===== config.mk =====
export PLATFORM = sky130hd
export DESIGN_NAME = bus_master_port
export DESIGN_NICKNAME = d
export VERILOG_FILES = /design/src/bus_master_pkg.sv /design/src/bus_master_port.sv
export SDC_FILE = /design/constraint.sdc
export NUM_CORES = 1
export LEC_CHECK = 0
export ABC_CLOCK_PERIOD_IN_PS = 11800
export BUFFER_PORTS_ARGS = -buffer_cell sky130_fd_sc_hd__buf_2
export CELL_PAD_IN_SITES_DETAIL_PLACEMENT = 0
export CELL_PAD_IN_SITES_GLOBAL_PLACEMENT = 1
export CORE_MARGIN = 4
export CORE_UTILIZATION = 43
export CTS_CLUSTER_DIAMETER = 150
export DETAILED_ROUTE_END_ITERATION = 12
export PLACE_DENSITY_LB_ADDON = 0.08
export SYNTH_ARGS = -nofsm -noshare
export SYNTH_HDL_FRONTEND = slang
export SYNTH_SLANG_ARGS = --single-unit

===== constraint.sdc =====
create_clock -name MCLK_IN -period 11.8 [get_ports MCLK_IN]
set_clock_uncertainty 0.15 [all_clocks]
set_input_delay 1.77 -clock MCLK_IN [delete_from_list [all_inputs] [get_ports MCLK_IN]]
set_output_delay 1.77 -clock MCLK_IN [all_outputs]
set_load 0.01 [all_outputs]

===== src/bus_master_pkg.sv =====
package bus_master_pkg;

  // ----------------------------------------------------------------
  // Widths and codes
  // ----------------------------------------------------------------
  localparam int ADDR_W = 23;
  localparam int DATA_W = 16;
  localparam int FIFO_DEPTH = 16;
  localparam logic [2:0] CYCLE_IACK = 3'h7;
  localparam logic [2:0] CYCLE_SUP_DATA = 3'h5;
  localparam logic [19:0] IACK_UPPER_ONES = 20'hFFFFF;
  localparam logic [1:0] RST_STROBES_N = 2'h3;
  localparam logic RST_DIR_READ = 1'b1;

  // A request from the core side of the port.
  typedef struct packed {
    logic [22:0] addr;
    logic [15:0] wdata;
    logic read;
    logic upper;
    logic lower;
    logic iack;
    logic [2:0] level;
    logic [2:0] cycle_type;
  } req_t;

  localparam int REQ_W = $bits(req_t);

  typedef enum logic [2:0] {
    ST_IDLE = 3'b000,
    ST_SETUP = 3'b001,
    ST_STROBE = 3'b010,
    ST_END = 3'b011,
    ST_RELEASED = 3'b100
  } state_t;

endpackage


===== src/bus_master_port.sv =====
`timescale 1ns/1ps
`default_nettype none

module req_fifo #(
  parameter int WIDTH = 16,
  parameter int DEPTH = 16
) (
  input wire logic clk,
  input wire logic rst_n,
  input wire logic in_valid,
  output logic in_ready,
  input wire logic [WIDTH-1:0] in_data,
  output logic out_valid,
  input wire logic out_ready,
  output logic [WIDTH-1:0] out_data
);
  localparam int AW = $clog2(DEPTH);
  logic [WIDTH-1:0] mem [DEPTH];
  logic [AW:0] wp_r, wp_nxt, rp_r, rp_nxt;
  logic full, empty;

  assign empty = (wp_r == rp_r);
  assign full = (wp_r[AW] != rp_r[AW]) && (wp_r[AW-1:0] == rp_r[AW-1:0]);
  assign in_ready = !full;
  assign out_valid = !empty;
  assign out_data = mem[rp_r[AW-1:0]];

  always_comb begin
    wp_nxt = wp_r + ((in_valid && !full) ? 1'b1 : 1'b0);
    rp_nxt = rp_r + ((out_ready && !empty) ? 1'b1 : 1'b0);
  end

  always_ff @(posedge clk or negedge rst_n) begin
    if (!rst_n) begin
      wp_r <= '0;
      rp_r <= '0;
    end else begin
      wp_r <= wp_nxt;
      rp_r <= rp_nxt;
    end
  end

  // Storage has no reset; only the pointers define contents.
  always_ff @(posedge clk) begin
    if (in_valid && !full) begin
      mem[wp_r[AW-1:0]] <= in_data;
    end
  end
endmodule // req_fifo

module bus_master_port #(
  parameter int DEPTH = bus_master_pkg::FIFO_DEPTH
) (
  input wire logic MCLK_IN,
  input wire logic RST_N_IN,
  input wire logic REQ_VALID_IN,
  output logic REQ_READY_OUT,
  input wire bus_master_pkg::req_t REQ_IN,
  output logic [15:0] RDATA_OUT,
  output logic DONE_OUT,
  output logic [22:0] WORD_ADDRESS_LINES_OUT,
  output logic WORD_ADDRESS_LINES_OE_OUT,
  input wire logic [15:0] DATA_LINES_IN,
  output logic [15:0] DATA_LINES_OUT,
  output logic DATA_LINES_OE_OUT,
  output logic ADDRESS_VALID_STROBE_N_OUT,
  output logic READ_NOT_WRITE_OUT,
  output logic UPPER_LANE_STROBE_N_OUT,
  output logic LOWER_LANE_STROBE_N_OUT,
  output logic CONTROL_OE_OUT,
  output logic [2:0] CYCLE_TYPE_CODE_OUT,
  input wire logic TRANSFER_ACK_N_IN,
  input wire logic MASTER_REQUEST_N_IN,
  output logic MASTER_GRANT_N_OUT,
  input wire logic GRANT_TAKEN_N_IN
);
  localparam int W = bus_master_pkg::REQ_W;

  // ----------------------------------------------------------------
  // Input synchronisers
  // ----------------------------------------------------------------
  // Three stages; a change counts once stages two and three agree.
  logic [2:0] ack_s_r, brq_s_r, bgk_s_r;
  logic [15:0] d1_r, d2_r, d3_r;
  logic ack_q_r, brq_q_r, bgk_q_r;
  logic ack_q_nxt, brq_q_nxt, bgk_q_nxt;

  always_comb begin
    ack_q_nxt = (ack_s_r[1] == ack_s_r[2]) ? ~ack_s_r[2] : ack_q_r;
    brq_q_nxt = (brq_s_r[1] == brq_s_r[2]) ? ~brq_s_r[2] : brq_q_r;
    bgk_q_nxt = (bgk_s_r[1] == bgk_s_r[2]) ? ~bgk_s_r[2] : bgk_q_r;
  end

  always_ff @(posedge MCLK_IN or negedge RST_N_IN) begin
    if (!RST_N_IN) begin
      ack_s_r <= 3'h7;
      brq_s_r <= 3'h7;
      bgk_s_r <= 3'h7;
      d1_r <= 16'h0000;
      d2_r <= 16'h0000;
      d3_r <= 16'h0000;
      ack_q_r <= 1'b0;
      brq_q_r <= 1'b0;
      bgk_q_r <= 1'b0;
    end else begin
      ack_s_r <= {ack_s_r[1:0], TRANSFER_ACK_N_IN};
      brq_s_r <= {brq_s_r[1:0], MASTER_REQUEST_N_IN};
      bgk_s_r <= {bgk_s_r[1:0], GRANT_TAKEN_N_IN};
      d1_r <= DATA_LINES_IN;
      d2_r <= d1_r;
      d3_r <= d2_r;
      ack_q_r <= ack_q_nxt;
      brq_q_r <= brq_q_nxt;
      bgk_q_r <= bgk_q_nxt;
    end
  end

  // ----------------------------------------------------------------
  // Request queue
  // ----------------------------------------------------------------
  logic fifo_valid, fifo_pop;
  logic [W-1:0] fifo_data;
  bus_master_pkg::req_t head;
  assign head = bus_master_pkg::req_t'(fifo_data);

  req_fifo #(.WIDTH(W), .DEPTH(DEPTH)) u_fifo (
    .clk(MCLK_IN),
    .rst_n(RST_N_IN),
    .in_valid(REQ_VALID_IN),
    .in_ready(REQ_READY_OUT),
    .in_data(REQ_IN),
    .out_valid(fifo_valid),
    .out_ready(fifo_pop),
    .out_data(fifo_data)
  );

  // ----------------------------------------------------------------
  // Bus cycle sequencer
  // ----------------------------------------------------------------
  bus_master_pkg::state_t st_r, st_nxt;
  bus_master_pkg::req_t cur_r, cur_nxt;
  logic grant_r, grant_nxt, done_nxt, done_r;
  logic [15:0] rdata_r, rdata_nxt;

  always_comb begin
    st_nxt = st_r;
    cur_nxt = cur_r;
    grant_nxt = grant_r;
    rdata_nxt = rdata_r;
    done_nxt = 1'b0;
    fifo_pop = 1'b0;
    if (brq_q_r && !grant_r) begin
      grant_nxt = 1'b1;
    end
    case (st_r)
      bus_master_pkg::ST_IDLE: begin
        if (grant_r) begin
          st_nxt = bus_master_pkg::ST_RELEASED;
        end else if (fifo_valid && !brq_q_r) begin
          cur_nxt = head;
          fifo_pop = 1'b1;
          st_nxt = bus_master_pkg::ST_SETUP;
        end
      end
      bus_master_pkg::ST_SETUP: begin
        st_nxt = bus_master_pkg::ST_STROBE;
      end
      bus_master_pkg::ST_STROBE: begin
        if (ack_q_r) begin
          if (cur_r.read) begin
            rdata_nxt = d3_r;
          end
          st_nxt = bus_master_pkg::ST_END;
        end
      end
      bus_master_pkg::ST_END: begin
        if (!ack_q_r) begin
          done_nxt = 1'b1;
          st_nxt = bus_master_pkg::ST_IDLE;
        end
      end
      bus_master_pkg::ST_RELEASED: begin
        // Hold off while other master owns bus.
        if (!brq_q_r && !bgk_q_r) begin
          grant_nxt = 1'b0;
          st_nxt = bus_master_pkg::ST_IDLE;
        end else if (bgk_q_r) begin
          grant_nxt = 1'b0;
        end
      end
      default: begin
        st_nxt = bus_master_pkg::ST_IDLE;
      end
    endcase
  end

  always_ff @(posedge MCLK_IN or negedge RST_N_IN) begin
    if (!RST_N_IN) begin
      st_r <= bus_master_pkg::ST_IDLE;
      cur_r <= '0;
      grant_r <= 1'b0;
      rdata_r <= 16'h0000;
      done_r <= 1'b0;
    end else begin
      st_r <= st_nxt;
      cur_r <= cur_nxt;
      grant_r <= grant_nxt;
      rdata_r <= rdata_nxt;
      done_r <= done_nxt;
    end
  end

  // ----------------------------------------------------------------
  // Pin drivers
  // ----------------------------------------------------------------
  logic active, strobing, owned;
  logic [22:0] addr_drv;
  logic [15:0] wdata_drv;

  always_comb begin
    active = (st_r == bus_master_pkg::ST_SETUP) || (st_r == bus_master_pkg::ST_STROBE);
    strobing = (st_r == bus_master_pkg::ST_STROBE);
    owned = (st_r != bus_master_pkg::ST_RELEASED);
    addr_drv = cur_r.addr;
    if (cur_r.iack) begin
      addr_drv = {bus_master_pkg::IACK_UPPER_ONES, cur_r.level};
    end
    wdata_drv = cur_r.wdata;
    if (cur_r.lower && !cur_r.upper) begin
      wdata_drv = {cur_r.wdata[7:0], cur_r.wdata[7:0]};
    end else if (cur_r.upper && !cur_r.lower) begin
      wdata_drv = {cur_r.wdata[15:8], cur_r.wdata[15:8]};
    end
  end

  // Outputs are registered so they change a clean edge after state.
  always_ff @(posedge MCLK_IN or negedge RST_N_IN) begin
    if (!RST_N_IN) begin
      WORD_ADDRESS_LINES_OUT <= 23'h000000;
      WORD_ADDRESS_LINES_OE_OUT <= 1'b0;
      DATA_LINES_OUT <= 16'h0000;
      DATA_LINES_OE_OUT <= 1'b0;
      ADDRESS_VALID_STROBE_N_OUT <= 1'b1;
      READ_NOT_WRITE_OUT <= bus_master_pkg::RST_DIR_READ;
      UPPER_LANE_STROBE_N_OUT <= bus_master_pkg::RST_STROBES_N[1];
      LOWER_LANE_STROBE_N_OUT <= bus_master_pkg::RST_STROBES_N[0];
      CONTROL_OE_OUT <= 1'b0;
      CYCLE_TYPE_CODE_OUT <= 3'h0;
    end else begin
      WORD_ADDRESS_LINES_OUT <= addr_drv;
      WORD_ADDRESS_LINES_OE_OUT <= owned;
      DATA_LINES_OUT <= wdata_drv;
      DATA_LINES_OE_OUT <= active && !cur_r.read;
      READ_NOT_WRITE_OUT <= !(active && !cur_r.read);
      ADDRESS_VALID_STROBE_N_OUT <= !active;
      UPPER_LANE_STROBE_N_OUT <= !(strobing && cur_r.upper);
      LOWER_LANE_STROBE_N_OUT <= !(strobing && cur_r.lower);
      CONTROL_OE_OUT <= owned;
      CYCLE_TYPE_CODE_OUT <= cur_r.iack ? bus_master_pkg::CYCLE_IACK : cur_r.cycle_type;
    end
  end

  assign MASTER_GRANT_N_OUT = !grant_r;
  assign RDATA_OUT = rdata_r;
  assign DONE_OUT = done_r;
endmodule // bus_master_port
`default_nettype wire


==> summary.txt <==
Placed design
  • Detailed Place HPWL: 40.98 mm
  • Routability cong.: 0.6925
  • Count of buffers from port buffering: 138
  • Placed Area: 37750 sq um

Drt
  • Drt total wl: 82.74 mm
  • DRC: 0
  • Via density per instance: 5.593
  • Total number of vias: 16510
  • WL per Instance: 28.03 microns
  • Initial DRC count: 1439
  • Antenna viol nets, final: 0
  • Detailed Routing Iterations Pass 1: 5

Global routing
  • Largest net degree at the start of global routing: 87
  • First-pass GRT wire length: 121.1 mm
  • Vias in the first global route: 17520
  • Global router's overall resource usage: 0.1910
  • GRT overflow: 0
  • Antenna violations before repair: 11

Yosys
  • Post-synthesis area per instance: 22.31 sq um
  • Cell accounting for the most synthesized area: edfxtp_1
  • Synth Area in Adders: 0.001400
  • Yosys reg bits: 972
  • Synth unique cells: 42
  • Synth top area cells: edfxtp_1 (66%), mux4_2 (12%), dfrtp_1 (12%), mux2_2 (2.2%), a22oi_1 (2.1%)
  • XOR/XNOR share of the synthesized area: 0.003185
  • YS warnings: 0
  • Simple-gate share of the synthesized area: 0.01726
  • Commonest cells post-synth: edfxtp_1 (784), mux4_2 (196), dfrtp_1 (175)
  • Top_reg_cell synth: edfxtp_1
  • Mux cell area share after synthesis: 0.1499
  • Gate count after technology mapping: 1602
  • Register area share after synthesis: 0.7907
  • Compound-Gate Fraction of Synth Area: 0.02366
  • Number of flops mapped to enable cells by yosys: 784
  • Top-count cell post-synth: edfxtp_1
  • Fraction of registers with async set/reset: 0.1934
  • Syn nets: 1677
  • Synth top area share: 0.6586
  • Syn Std Cell Area: 35750 sq um
  • Largest family of logic cells by synthesized area: multiplexers

STA
  • Max Clk Rate: 228.1 MHz
  • Final setup vio count: 0
  • Least-Margin Pin Slew: 1.138 ns
  • Min cycle time layout: 4.385 ns
  • RSZ-0062 raised after global routing: no
  • Max-slew violations: 0
  • Slew headroom: 0.2416
  • Setup TNS: 0 ns
  • Final Hold Viols: 0
  • Final worst-path cycle share: 0.3716

Clock tree
  • Htree depth: 3
  • Worst skew pair latency: 0.65 ns
  • Max Root-Sink Buffers: 3
  • Resized cells post-CTS: 0
  • Setup bufs post-CTS: 0
  • Total CTS buffers: 101
  • Reg clk slew, reported paths: 0.06 ns
  • Hold-fix buffers, CTS: 0
  • CTS sink count: 972
  • CTS root buffer: clkbuf_16
  • CTS tree: yes

Outcome
  • Status: finished clean

Floorplan
  • Starting Density: 0.4347
  • Site Rows: 105
  • Die area: 87810 sq um
  • Core ar.: 82240 sq um
  • Die Y: 296.3 microns
  • I/O pin total: 139
  • Die Wd: 296.3 microns

Cells and area
  • Core Util, Final: 0.4996
  • Post-route design area: 41090 sq um
  • Fillers: 6645
  • Area grow syn2layout: 14.94%
  • Layout cells sized above 1: 0.3447
  • Net count, final: 1870

Worst setup path
  • FF-to-FF setup slack: 7.58 ns
  • CP endpoint kind: primary output
  • Worst Path Class, Setup: flop to primary output
  • Critical-path maximum fanout: 30
  • CP arrival: 2.46 ns
  • WP data required: 9.88 ns
  • CP Launch Type: flop

Power
  • Leakage: 14.05 nW
  • Power Density: 242.1 nW/um^2
  • Peak supply drop: 0.0001351 V

Hold path
  • Worst hold path type: flop to flop

Run
  • Max-cap violations: 0
[cell families after synthesis]
logic type      Yosys count
buf+inv                  93
xor+xnor                 13
flops                   972
mux                     280
simple gates            126
compound gates          114
fa+ha+maj                 4
[path summary, 6_finish.rpt]
kind,from,cells past startpoint,end
max,u_fifo.rp_r[0]$_DFF_PN0_,4,REQ_READY_OUT
min,d2_r[12]$_DFF_PN0_,0,d3_r[12]$_DFF_PN0_
max reg2reg,u_fifo.rp_r[0]$_DFF_PN0_,6,cur_r[8]$_DFFE_PN0N_
min reg2reg,d2_r[12]$_DFF_PN0_,0,d3_r[12]$_DFF_PN0_
max in group asynchronous,RST_N_IN,2,d2_r[7]$_DFF_PN0_
min in group asynchronous,RST_N_IN,1,bgk_q_r$_DFFE_PN0N_
[state kept, by name, indices dropped and copies added, names as in the netlist, 3 cells and up]
signal / cells
CYCLE_TYPE_CODE_OUT: 3
DATA_LINES_OUT: 16
RDATA_OUT: 16
WORD_ADDRESS_LINES_OUT: 23
ack_s_r: 3
bgk_s_r: 3
brq_s_r: 3
cur_r: 49
d1_r: 16
d2_r: 16
d3_r: 16
st_r: 3
u_fifo.mem: 784
u_fifo.rp_r: 5
u_fifo.wp_r: 5
[through the flow]
stage	power [mW]	instances	hold slack [ns]	worst slack, ns
2_1_floorplan	6.079	1602	0.1812	4.464
5_1_grt	10.44	2950	0.2010	7.119
3_3_place_gp	6.877	2762	0.1817	7.353
6_report	9.948	2952	0.1953	7.416
4_1_cts	10.10	2950	0.1948	7.329
3_5_place_dp	6.901	2762	0.1858	7.290
[worst max-delay path: stages, from the launching register on]
cell	delay [ns]
dfrtp_4	0.85
xnor2_1	0.23
nand4_2	0.32
nand2b_1	0.25
buf_2	0.16
[final cells by class]
cell class | count | area, sq um | share of cell area
clock buffer | 146 | 2848 | 0.06931
inverter | 9 | 33.78 | 0.0008222
clock inverter | 42 | 486.7 | 0.01185
sequential | 972 | 28270 | 0.6881
multi-input combinational | 537 | 7133 | 0.1736
antenna | 2 | 5.005 | 0.0001218
timing repair buffer | 174 | 970.9 | 0.02363
tap | 1070 | 1339 | 0.03258
[report_power, final]
part           switching (mW)  leakage (nW)  internal, mW  total [mW]
sequential              0.240          9.32          4.21        4.45
combinational            1.29          3.09          1.02        2.32
clock                    1.29          1.63          1.89        3.18
[cell usage in the layout (no fill, tap or decap), types with 4 or more instances in the layout]
cell type / Yosys / routed
clkbuf_8: 0 / 13
dfrtp_1: 175 / 173
or2_2: 25 / 25
mux2_2: 69 / 69
clkbuf_1: 40 / 31
a22oi_1: 98 / 98
nand2_1: 54 / 54
clkinv_2: 0 / 15
nor2_1: 19 / 6
nor4_2: 0 / 4
nand2b_1: 5 / 5
clkbuf_16: 0 / 102
dfstp_2: 13 / 13
xnor2_1: 9 / 9
edfxtp_1: 784 / 784
buf_2: 25 / 137
mux4_2: 196 / 196
bufinv_16: 0 / 10
nand3_1: 4 / 4
inv_1: 8 / 8
xor2_1: 4 / 4
buf_4: 5 / 36
nor2_4: 0 / 13
clkinv_1: 0 / 11
ha_1: 4 / 4
mux2_1: 15 / 15
[layer usage]
layer  global-route usage  up-vias  part of all wire
li1                     -     6965                 -
met1               0.2729     8953              0.44
met2               0.3124      454              0.48
met3              0.03315      133             0.052
met4              0.04364        6             0.020
met5                    0        -           0.00050
Power figures use the tool's default switching activity.
